--- src/pptu_regs.svh ---
`ifndef PPTU_REGS_SVH
`define PPTU_REGS_SVH

// Phase numbers 1 to 99 and pause arguments 0 to 99
`define PPTU_PHASE_W 7
// Pause argument that means wait for a start trigger
`define PPTU_PAUSE_WAIT 7'h00
// Output-set argument levels
`define PPTU_OUT_LOW 1'b0
`define PPTU_OUT_HIGH 1'b1
// Clock period and times, in ns
`define PPTU_CLK_NS 100
`define PPTU_SEC_NS 1000000000
`define PPTU_BEEP_NS 100000000
// Cycle counts derived from the times
`define PPTU_SEC_CYC (`PPTU_SEC_NS / `PPTU_CLK_NS)
`define PPTU_BEEP_CYC (`PPTU_BEEP_NS / `PPTU_CLK_NS)
// Tick counter width, enough for one second
`define PPTU_TICK_W 24
// Idle level of the TTL pins after reset
`define PPTU_PIN_IDLE 1'b1
// Synchronised pin positions
`define PPTU_PIN_EVENT 0
`define PPTU_PIN_PROG 1
`define PPTU_PIN_START 2
`define PPTU_PIN_N 3

`endif

--- src/pptu_pkg.sv ---
`include "pptu_regs.svh"

package pptu_pkg;

   typedef enum logic [2:0] {
      pause_phase,
      conditional_jump_phase,
      level_trap_setup,
      edge_trap_setup,
      trap_cancel,
      output_set_phase,
      beep_phase,
      jump_phase
   } pptu_op_type;

   typedef struct packed {
      pptu_op_type op;
      logic [`PPTU_PHASE_W-1:0] arg;
   } pptu_cmd_type;

   typedef struct packed {
      logic valid;
      logic [`PPTU_PHASE_W-1:0] phase;
   } pptu_step_type;

endpackage

--- src/pptu_core.sv ---
`timescale 1ns/10ps
`include "pptu_regs.svh"

module pptu_core #(
   parameter int SEC_CYC = `PPTU_SEC_CYC,
   parameter int BEEP_CYC = `PPTU_BEEP_CYC
) (
   // Clock and reset
   input wire logic core_clk,
   input wire logic rstn,
   // Phase execution from the sequencer
   input wire logic cmd_valid,
   input wire pptu_pkg::pptu_cmd_type cmd,
   input wire logic [`PPTU_PHASE_W-1:0] cur_phase,
   output logic cmd_ready,
   output pptu_pkg::pptu_step_type step,
   // Run state and options
   input wire logic run_active,
   input wire logic alarm_en,
   // Keypad and serial events, one cycle pulses
   input wire logic start_key,
   input wire logic other_key,
   input wire logic serial_start,
   input wire logic serial_event_run,
   // TTL pins
   input wire logic event_pin,
   input wire logic prog_in_pin,
   input wire logic ttl_start_pin,
   output logic prog_out,
   // Trap and program control
   output logic trap_fire,
   output logic [`PPTU_PHASE_W-1:0] fire_target,
   output logic trap_armed,
   output logic prog_stop,
   output logic pump_hold,
   output logic buzzer
);

   typedef enum logic [1:0] {
      st_idle,
      st_pause,
      st_wait,
      st_beep
   } pptu_state_type;

   localparam logic [`PPTU_TICK_W-1:0] SEC_LAST =
      `PPTU_TICK_W'(SEC_CYC - 1);
   localparam logic [`PPTU_TICK_W-1:0] BEEP_LAST =
      `PPTU_TICK_W'(BEEP_CYC - 1);

   function automatic logic [`PPTU_PHASE_W-1:0] inc_phase(
      input logic [`PPTU_PHASE_W-1:0] p);
      inc_phase = p + `PPTU_PHASE_W'(1);
   endfunction

   pptu_state_type state;
   pptu_state_type next_state;
   logic [`PPTU_PIN_N-1:0] pin_lvl;
   logic ev_prev;
   logic start_prev;
   logic trap_edge;
   logic [`PPTU_PHASE_W-1:0] trap_target;
   logic [`PPTU_PHASE_W-1:0] seq_phase;
   logic [`PPTU_PHASE_W-1:0] sec_left;
   logic [`PPTU_TICK_W-1:0] tick;
   logic next_trap_armed;
   logic next_buzzer;
   pptu_pkg::pptu_step_type next_step;

   wire ev_lvl = pin_lvl[`PPTU_PIN_EVENT];
   wire prog_lvl = pin_lvl[`PPTU_PIN_PROG];
   wire start_lvl = pin_lvl[`PPTU_PIN_START];
   wire ev_fall = ev_prev & ~ev_lvl;
   wire ev_rise = ~ev_prev & ev_lvl;
   wire ttl_start = start_prev & ~start_lvl;

   pptu_sync u_sync (
      .core_clk(core_clk),
      .rstn(rstn),
      .pin_raw({ttl_start_pin, prog_in_pin, event_pin}),
      .pin_lvl(pin_lvl)
   );

   // Trap triggers
   wire trig_hit = serial_event_run |
      (trap_edge ? (ev_rise | ev_fall) : ev_fall);
   wire fire_now = trap_armed & run_active & trig_hit;
   assign cmd_ready = (state == st_idle) & ~fire_now;
   wire accept = cmd_valid & cmd_ready;
   wire acc_pause = accept & (cmd.op == pptu_pkg::pause_phase);
   wire acc_cond = accept & (cmd.op == pptu_pkg::conditional_jump_phase);
   wire acc_level = accept & (cmd.op == pptu_pkg::level_trap_setup);
   wire acc_edge = accept & (cmd.op == pptu_pkg::edge_trap_setup);
   wire acc_cancel = accept & (cmd.op == pptu_pkg::trap_cancel);
   wire acc_out = accept & (cmd.op == pptu_pkg::output_set_phase);
   wire acc_beep = accept & (cmd.op == pptu_pkg::beep_phase);
   wire acc_jump = accept & (cmd.op == pptu_pkg::jump_phase);
   wire setup_fire = acc_level & ~ev_lvl;
   wire any_fire = fire_now | setup_fire;
   wire start_trig = start_key | ttl_start | serial_start;
   wire waiting = state == st_wait;
   // Any start source wins over a stray key in the same cycle
   wire key_stop = waiting & other_key & ~start_trig & ~fire_now;
   wire tick_end = (state == st_pause) & (tick == SEC_LAST);
   wire beep_end = (state == st_beep) & (tick == BEEP_LAST);
   wire pause_end = tick_end & (sec_left == `PPTU_PHASE_W'(1));
   wire wait_end = waiting & start_trig & ~fire_now;

   // Firing and stopping drop the trap; a fresh setup replaces it
   assign next_trap_armed = (any_fire | ~run_active | acc_cancel | key_stop)
      ? 1'b0 : ((acc_level | acc_edge) ? 1'b1 : trap_armed);

   always_comb begin
      next_state = state;
      if (any_fire | key_stop | ~run_active) begin
         next_state = st_idle;
      end else if (acc_pause) begin
         next_state = (cmd.arg == `PPTU_PAUSE_WAIT) ? st_wait : st_pause;
      end else if (acc_beep) begin
         next_state = st_beep;
      end else if (pause_end | wait_end | beep_end) begin
         next_state = st_idle;
      end
   end

   always_comb begin
      next_step.valid = 1'b0;
      next_step.phase = seq_phase;
      if (any_fire | key_stop | ~run_active) begin
         next_step.valid = 1'b0;
      end else if (acc_cond) begin
         next_step.valid = 1'b1;
         next_step.phase = prog_lvl ? inc_phase(cur_phase) : cmd.arg;
      end else if (acc_jump) begin
         next_step.valid = 1'b1;
         next_step.phase = cmd.arg;
      end else if (acc_edge | acc_level | acc_cancel | acc_out) begin
         next_step.valid = 1'b1;
         next_step.phase = inc_phase(cur_phase);
      end else if (pause_end | wait_end | beep_end) begin
         next_step.valid = 1'b1;
         next_step.phase = seq_phase;
      end
   end

   assign next_buzzer = ((next_state == st_wait) & alarm_en) |
      (next_state == st_beep);

   always_ff @(posedge core_clk or negedge rstn) begin
      if (!rstn) begin
         state <= st_idle;
         step <= '0;
         buzzer <= 1'b0;
         pump_hold <= 1'b0;
         prog_stop <= 1'b0;
         ev_prev <= `PPTU_PIN_IDLE;
         start_prev <= `PPTU_PIN_IDLE;
      end else begin
         state <= next_state;
         step <= next_step;
         buzzer <= next_buzzer;
         pump_hold <= (next_state == st_pause) | (next_state == st_wait);
         prog_stop <= key_stop;
         ev_prev <= ev_lvl;
         start_prev <= start_lvl;
      end
   end

   // Trap storage
   always_ff @(posedge core_clk or negedge rstn) begin
      if (!rstn) begin
         trap_armed <= 1'b0;
         trap_edge <= 1'b0;
         trap_target <= '0;
      end else begin
         trap_armed <= next_trap_armed;
         if (acc_level | acc_edge) begin
            trap_edge <= acc_edge;
            trap_target <= cmd.arg;
         end
      end
   end

   // Fire pulse and target for the sequencer
   always_ff @(posedge core_clk or negedge rstn) begin
      if (!rstn) begin
         trap_fire <= 1'b0;
         fire_target <= '0;
      end else begin
         trap_fire <= any_fire;
         if (any_fire) begin
            fire_target <= fire_now ? trap_target : cmd.arg;
         end
      end
   end

   // Program output pin, low after reset
   always_ff @(posedge core_clk or negedge rstn) begin
      if (!rstn) begin
         prog_out <= `PPTU_OUT_LOW;
      end else if (acc_out) begin
         prog_out <= cmd.arg[0];
      end
   end

   // Pause and beep timing; one tick counter serves both
   always_ff @(posedge core_clk or negedge rstn) begin
      if (!rstn) begin
         tick <= '0;
         sec_left <= '0;
         seq_phase <= '0;
      end else begin
         if (accept) begin
            seq_phase <= inc_phase(cur_phase);
            sec_left <= cmd.arg;
         end else if (tick_end) begin
            sec_left <= sec_left - `PPTU_PHASE_W'(1);
         end
         if (accept | tick_end | beep_end) begin
            tick <= '0;
         end else begin
            tick <= tick + `PPTU_TICK_W'(1);
         end
      end
   end
endmodule

--- src/pptu_sync.sv ---
`timescale 1ns/10ps
`include "pptu_regs.svh"

module pptu_sync (
   // Clock and reset
   input wire logic core_clk,
   input wire logic rstn,
   // Raw pins
   input wire logic [`PPTU_PIN_N-1:0] pin_raw,
   // Filtered levels
   output logic [`PPTU_PIN_N-1:0] pin_lvl
);

   logic [`PPTU_PIN_N-1:0] stage1;
   logic [`PPTU_PIN_N-1:0] stage2;
   logic [`PPTU_PIN_N-1:0] stage3;
   logic [`PPTU_PIN_N-1:0] agree;
   logic [`PPTU_PIN_N-1:0] next_pin_lvl;

   // Stage one feeds only stage two, so metastability stays contained
   assign agree = ~(stage2 ^ stage3);
   assign next_pin_lvl = (agree & stage3) | (~agree & pin_lvl);

   always_ff @(posedge core_clk or negedge rstn) begin
      if (!rstn) begin
         stage1 <= {`PPTU_PIN_N{`PPTU_PIN_IDLE}};
         stage2 <= {`PPTU_PIN_N{`PPTU_PIN_IDLE}};
         stage3 <= {`PPTU_PIN_N{`PPTU_PIN_IDLE}};
         pin_lvl <= {`PPTU_PIN_N{`PPTU_PIN_IDLE}};
      end else begin
         stage1 <= pin_raw;
         stage2 <= stage1;
         stage3 <= stage2;
         pin_lvl <= next_pin_lvl;
      end
   end

endmodule

--- config.mk ---
export PLATFORM = sky130hd
export DESIGN_NAME = pptu_core
export DESIGN_NICKNAME = d
export VERILOG_FILES = /design/src/pptu_pkg.sv /design/src/pptu_core.sv /design/src/pptu_sync.sv
export VERILOG_INCLUDE_DIRS = /design/src /design/src/src
export SDC_FILE = /design/constraint.sdc
export NUM_CORES = 1
export LEC_CHECK = 0
export ABC_AREA = 1
export BUFFER_PORTS_ARGS = -buffer_cell sky130_fd_sc_hd__buf_2
export CORE_ASPECT_RATIO = 1.1
export CORE_UTILIZATION = 45
export CTS_BUF_LIST = sky130_fd_sc_hd__clkbuf_8
export CTS_CLUSTER_DIAMETER = 50
export DETAILED_ROUTE_END_ITERATION = 16
export GPL_ROUTABILITY_DRIVEN = 0
export PLACE_DENSITY = 0.75
export SLEW_MARGIN = 20
export SYNTH_ARGS = -nofsm -noshare
export SYNTH_HDL_FRONTEND = slang
export SYNTH_SLANG_ARGS = --single-unit
--- constraint.sdc ---
create_clock -name core_clk -period 2.65 [get_ports core_clk]
set_clock_uncertainty 0.15 [all_clocks]
set_input_delay 0.53 -clock core_clk [delete_from_list [all_inputs] [get_ports core_clk]]
set_output_delay 0.53 -clock core_clk [all_outputs]
set_load 0.03 [all_outputs]
==> summary.md <==
| Metric | Value |
|---|---|
| IO Count | `51` |
| RR Endpoint | `buzzer` |
| CTS sink cnt | `83` |
| Final Non-Filler Cells | `723` |
| CP Class | `flop to flop` |
| Final HPWL DP | `7290 um` |
| Die ar. | `10200 sq um` |
| Post-DRT Antenna Nets | `0` |
| Worst-skew pair later-pin latency | `0.36 ns` |
| H-tree depth reported by CTS | `3` |
| Pwr per Cell Area | `636 nW/um^2` |
| Net load switching power | `1.09 mW` |
| Tot Pwr | `about 3.2 mW` |
| Flop pwr share | `0.477` |
| Seq/Total Area, Yosys | `0.475` |
| Status | `complete, no violations` |
| Hold Fails Final Rpt | `0` |
| Max Cap Viol | `0` |
| Placement Rows | `37` |
| DR WL/cell | `13.6 um` |
| TritonRoute pass-1 iters | `6` |
| Number of DRC markers in iteration 0 | `262` |
| CTS tree | `done` |
| Synth Flop Type | `dfrtp_1` |
| Syn Area/Cell | `8.20 sq um` |
| Clk slew on worst S/H paths | `roughly 0.090 ns` |
| Worst reg2reg setup slack | `0.10 ns` |
| Syn nets | `574` |
| Hold Slack | `0.109 ns` |
| Util after Layout | `0.539` |
| Area Overhead vs Synth | `15.3%` |
| Post-synth top area share | `0.391` |
| Die X | `96.4 um` |
| Final WS setup | `0.101 ns` |
| Synthesized flop and latch total | `83` |
| Die H | `106 um` |
| Core area | `around 9400 sq um` |
| Startpoint types | `flop` |
| Max FO, Critical Path | `7` |
| DP Worst Slack | `approximately 0.048 ns` |
| Synth warn | `0` |
| Final Routed Wirelength | `9850 um` |
| Clock Path Buffers | `2` |
| Port buffer count | `50` |
| Area leader, netlist | `dfrtp_1` |
| Comb power frac | `0.244` |
| Pin count of the biggest net entering global routing | `40` |
| RSZ-0062 raised after global routing | `yes` |
| Hold EP | `u_sync.stage1[0]` |
| Number of distinct library cells after synthesis | `44` |
| Fin crit period | `2.55 ns` |
| Cell count after synthesis | `roughly 540` |
| FMAX | `392 MHz` |
| Reg2reg path depth | `15` |
| Peak supply drop | `between 0.0002 and 0.0003 V` |
| Inserted Diodes | `0` |
| LEAKAGE | `approximately 2.5 nW` |
| Initial core utilization | `0.467` |
| Hold Crit Depth | `1` |
| Async SR Flop Fraction | `1.00` |
| WP data required | `2.75 ns` |
| Layout cells sized above 1 | `0.216` |
| Max Slew Vio Count | `0` |
| Vias per cell | `5.30` |
| Nets | `637` |
| CP Capture Type | `flop` |
| Switching Share | `0.336` |
| EDFF count, synth | `0` |
| Hold_sp | `event_pin` |
| GR Overflow Total | `0` |
| Inst Count DP | `702` |
| Fin crit share | `0.962` |
| Number of global-route vias before repair | `between 3000 and 4000` |
| Total GRT Usage | `0.212` |
| Hold Crit Class | `input port to flop` |
| First-pass GRT wire length | `16600 um` |
| Pint | `2.15 mW` |
| Antenna violations before repair | `0` |
| Relative slew slack | `0.612` |
| DRC viols | `0` |
| Area contributors post-synth | `dfrtp_1 39%, nand2_1 10%, dfstp_2 8.3%, inv_1 5.5%, nor2_1 4.3%` |
| CTS buffer count | `9` |
| Mapped cell area | `4410 sq um` |
| Via Count | `about 3800` |
| Clk Tree Root Cell | `clkbuf_8` |
| Setup-failing EPs final | `0` |
| Worst-margin pin slew | `0.577 ns` |
| Clock share of power | `0.279` |
| Arrival time at the worst endpoint | `2.65 ns` |
sequential cells by signal, summed over array words and instances, names as in the netlist, named ones only:
| signal | count |
|---|---|
| buzzer | 1 |
| ev_prev | 1 |
| fire_target | 7 |
| prog_out | 1 |
| prog_stop | 1 |
| pump_hold | 1 |
| sec_left | 7 |
| seq_phase | 7 |
| start_prev | 1 |
| state | 2 |
| step | 8 |
| tick | 24 |
| trap_armed | 1 |
| trap_edge | 1 |
| trap_fire | 1 |
| trap_target | 7 |
| u_sync.stage1 | 3 |
| u_sync.stage2 | 3 |
| u_sync.stage3 | 3 |
power groups by stage:
stage,registers (mW),logic (mW),clock network (mW)
after floorplan,1.70,0.401,0
after global placement,1.56,0.753,0
after detailed placement,1.57,0.774,0
after CTS,1.54,0.777,0.924
after global routing,1.57,0.889,0.982
final,1.54,0.789,0.902
cells in the mapped netlist, types with 2 or more instances:
library cell	n
ha_1	7
o21ai_1	12
nand3_2	2
maj3_1	3
nor2_4	3
dfstp_2	14
o221ai_1	5
nor2_1	51
nand3_1	31
nor3_2	2
nor3_1	15
o21ai_0	30
a21oi_1	27
clkbuf_1	6
xor2_1	13
buf_4	2
nor2_2	3
nor4_1	5
buf_6	4
inv_1	65
dfrtp_1	69
o21a_1	2
inv_2	6
nand4_1	15
nand2_2	6
nand3_4	2
nand2_4	2
xnor2_1	2
nand2_1	119
layout make-up:
cell class              instances  area, sq um
multi-input cells             370         2000
flip-flops and latches         83         2090
clock inverters                 7         70.1
clock buffers                   9          124
well taps                     117          146
repair buffers                 65          383
fillers                       872         4360
inverters                      72          275
critical path, stage by stage, from the launching register on:
cell and delay, ns:
dfstp_2 0.56, inv_2 0.04, ha_1 0.27, inv_1 0.05
nand2_2 0.08, nand3_4 0.12, nand2_8 0.11, nand3_4 0.10
inv_6 0.10, nand2_2 0.07, nor3_2 0.18, nand2_1 0.08
nand3_2 0.11, inv_1 0.06, ha_1 0.20, a21o_1 0.16
repair_timing:
action	4_1_cts	5_1_grt
buffers inserted	0	4
endpoints found under the hold margin	32	0
endpoints found under the setup margin	0	19
hold buffers	1	0
gates resized for setup	0	11
stage by stage:
stage	TNS [ns]	instance area, sq um
after global placement	0	4820
after detailed placement	0	4820
final	0	5090
after floorplan	0	4420
after CTS	0	5020
after global routing	-0.0267	5090
per-layer routing:
metal	part of all wire	wire length, um	track usage	vias to the layer above
met5	0	0	0	-
met2	0.49	4800	0.336	132
met3	0.052	517	0.0411	19
li1	-	-	-	1887
met4	0.021	203	0.0956	0
met1	0.44	4340	0.277	1794
cells in the final DEF, fill, tap and decap left out, types with 3 or more instances in the layout:
master / instances
dfstp_2: 14
o221ai_1: 5
inv_1: 65
maj3_1: 3
dfrtp_1: 69
clkinvlp_4: 3
buf_4: 14
o21ai_0: 30
buf_2: 48
nor2_1: 50
a21oi_1: 26
nand2_2: 9
xor2_1: 13
o21ai_1: 12
nor4_1: 4
nand2_1: 116
nand3_1: 30
nand4_1: 15
nor2_4: 4
clkbuf_8: 9
nand3_2: 3
nor3_1: 15
ha_1: 7
nor2_2: 3
inv_2: 7
logic make-up (layout without fill, tap and decap cells):
logic type / Yosys count / after routing / share of synthesized area
AOI/OAI and AO/OA: 83 / 83 / 0.103
and+or+nand+nor: 262 / 262 / 0.284
adders and majority gates: 10 / 10 / 0.0267
buffers and inverters: 85 / 153 / 0.0817
xor gates and xnor gates: 15 / 15 / 0.0298
DFF: 83 / 83 / 0.475
worst max-delay path by stage:
stage / to / slack [ns] / cells past startpoint
floorplan: buzzer / 0.23 / 15
global placement: pump_hold / 0.16 / 16
detailed placement: pump_hold / 0.05 / 16
CTS: pump_hold / 0.03 / 16
global route: pump_hold / -0.02 / 16
finish: buzzer / 0.10 / 15
(Power assumes the default switching activity.)
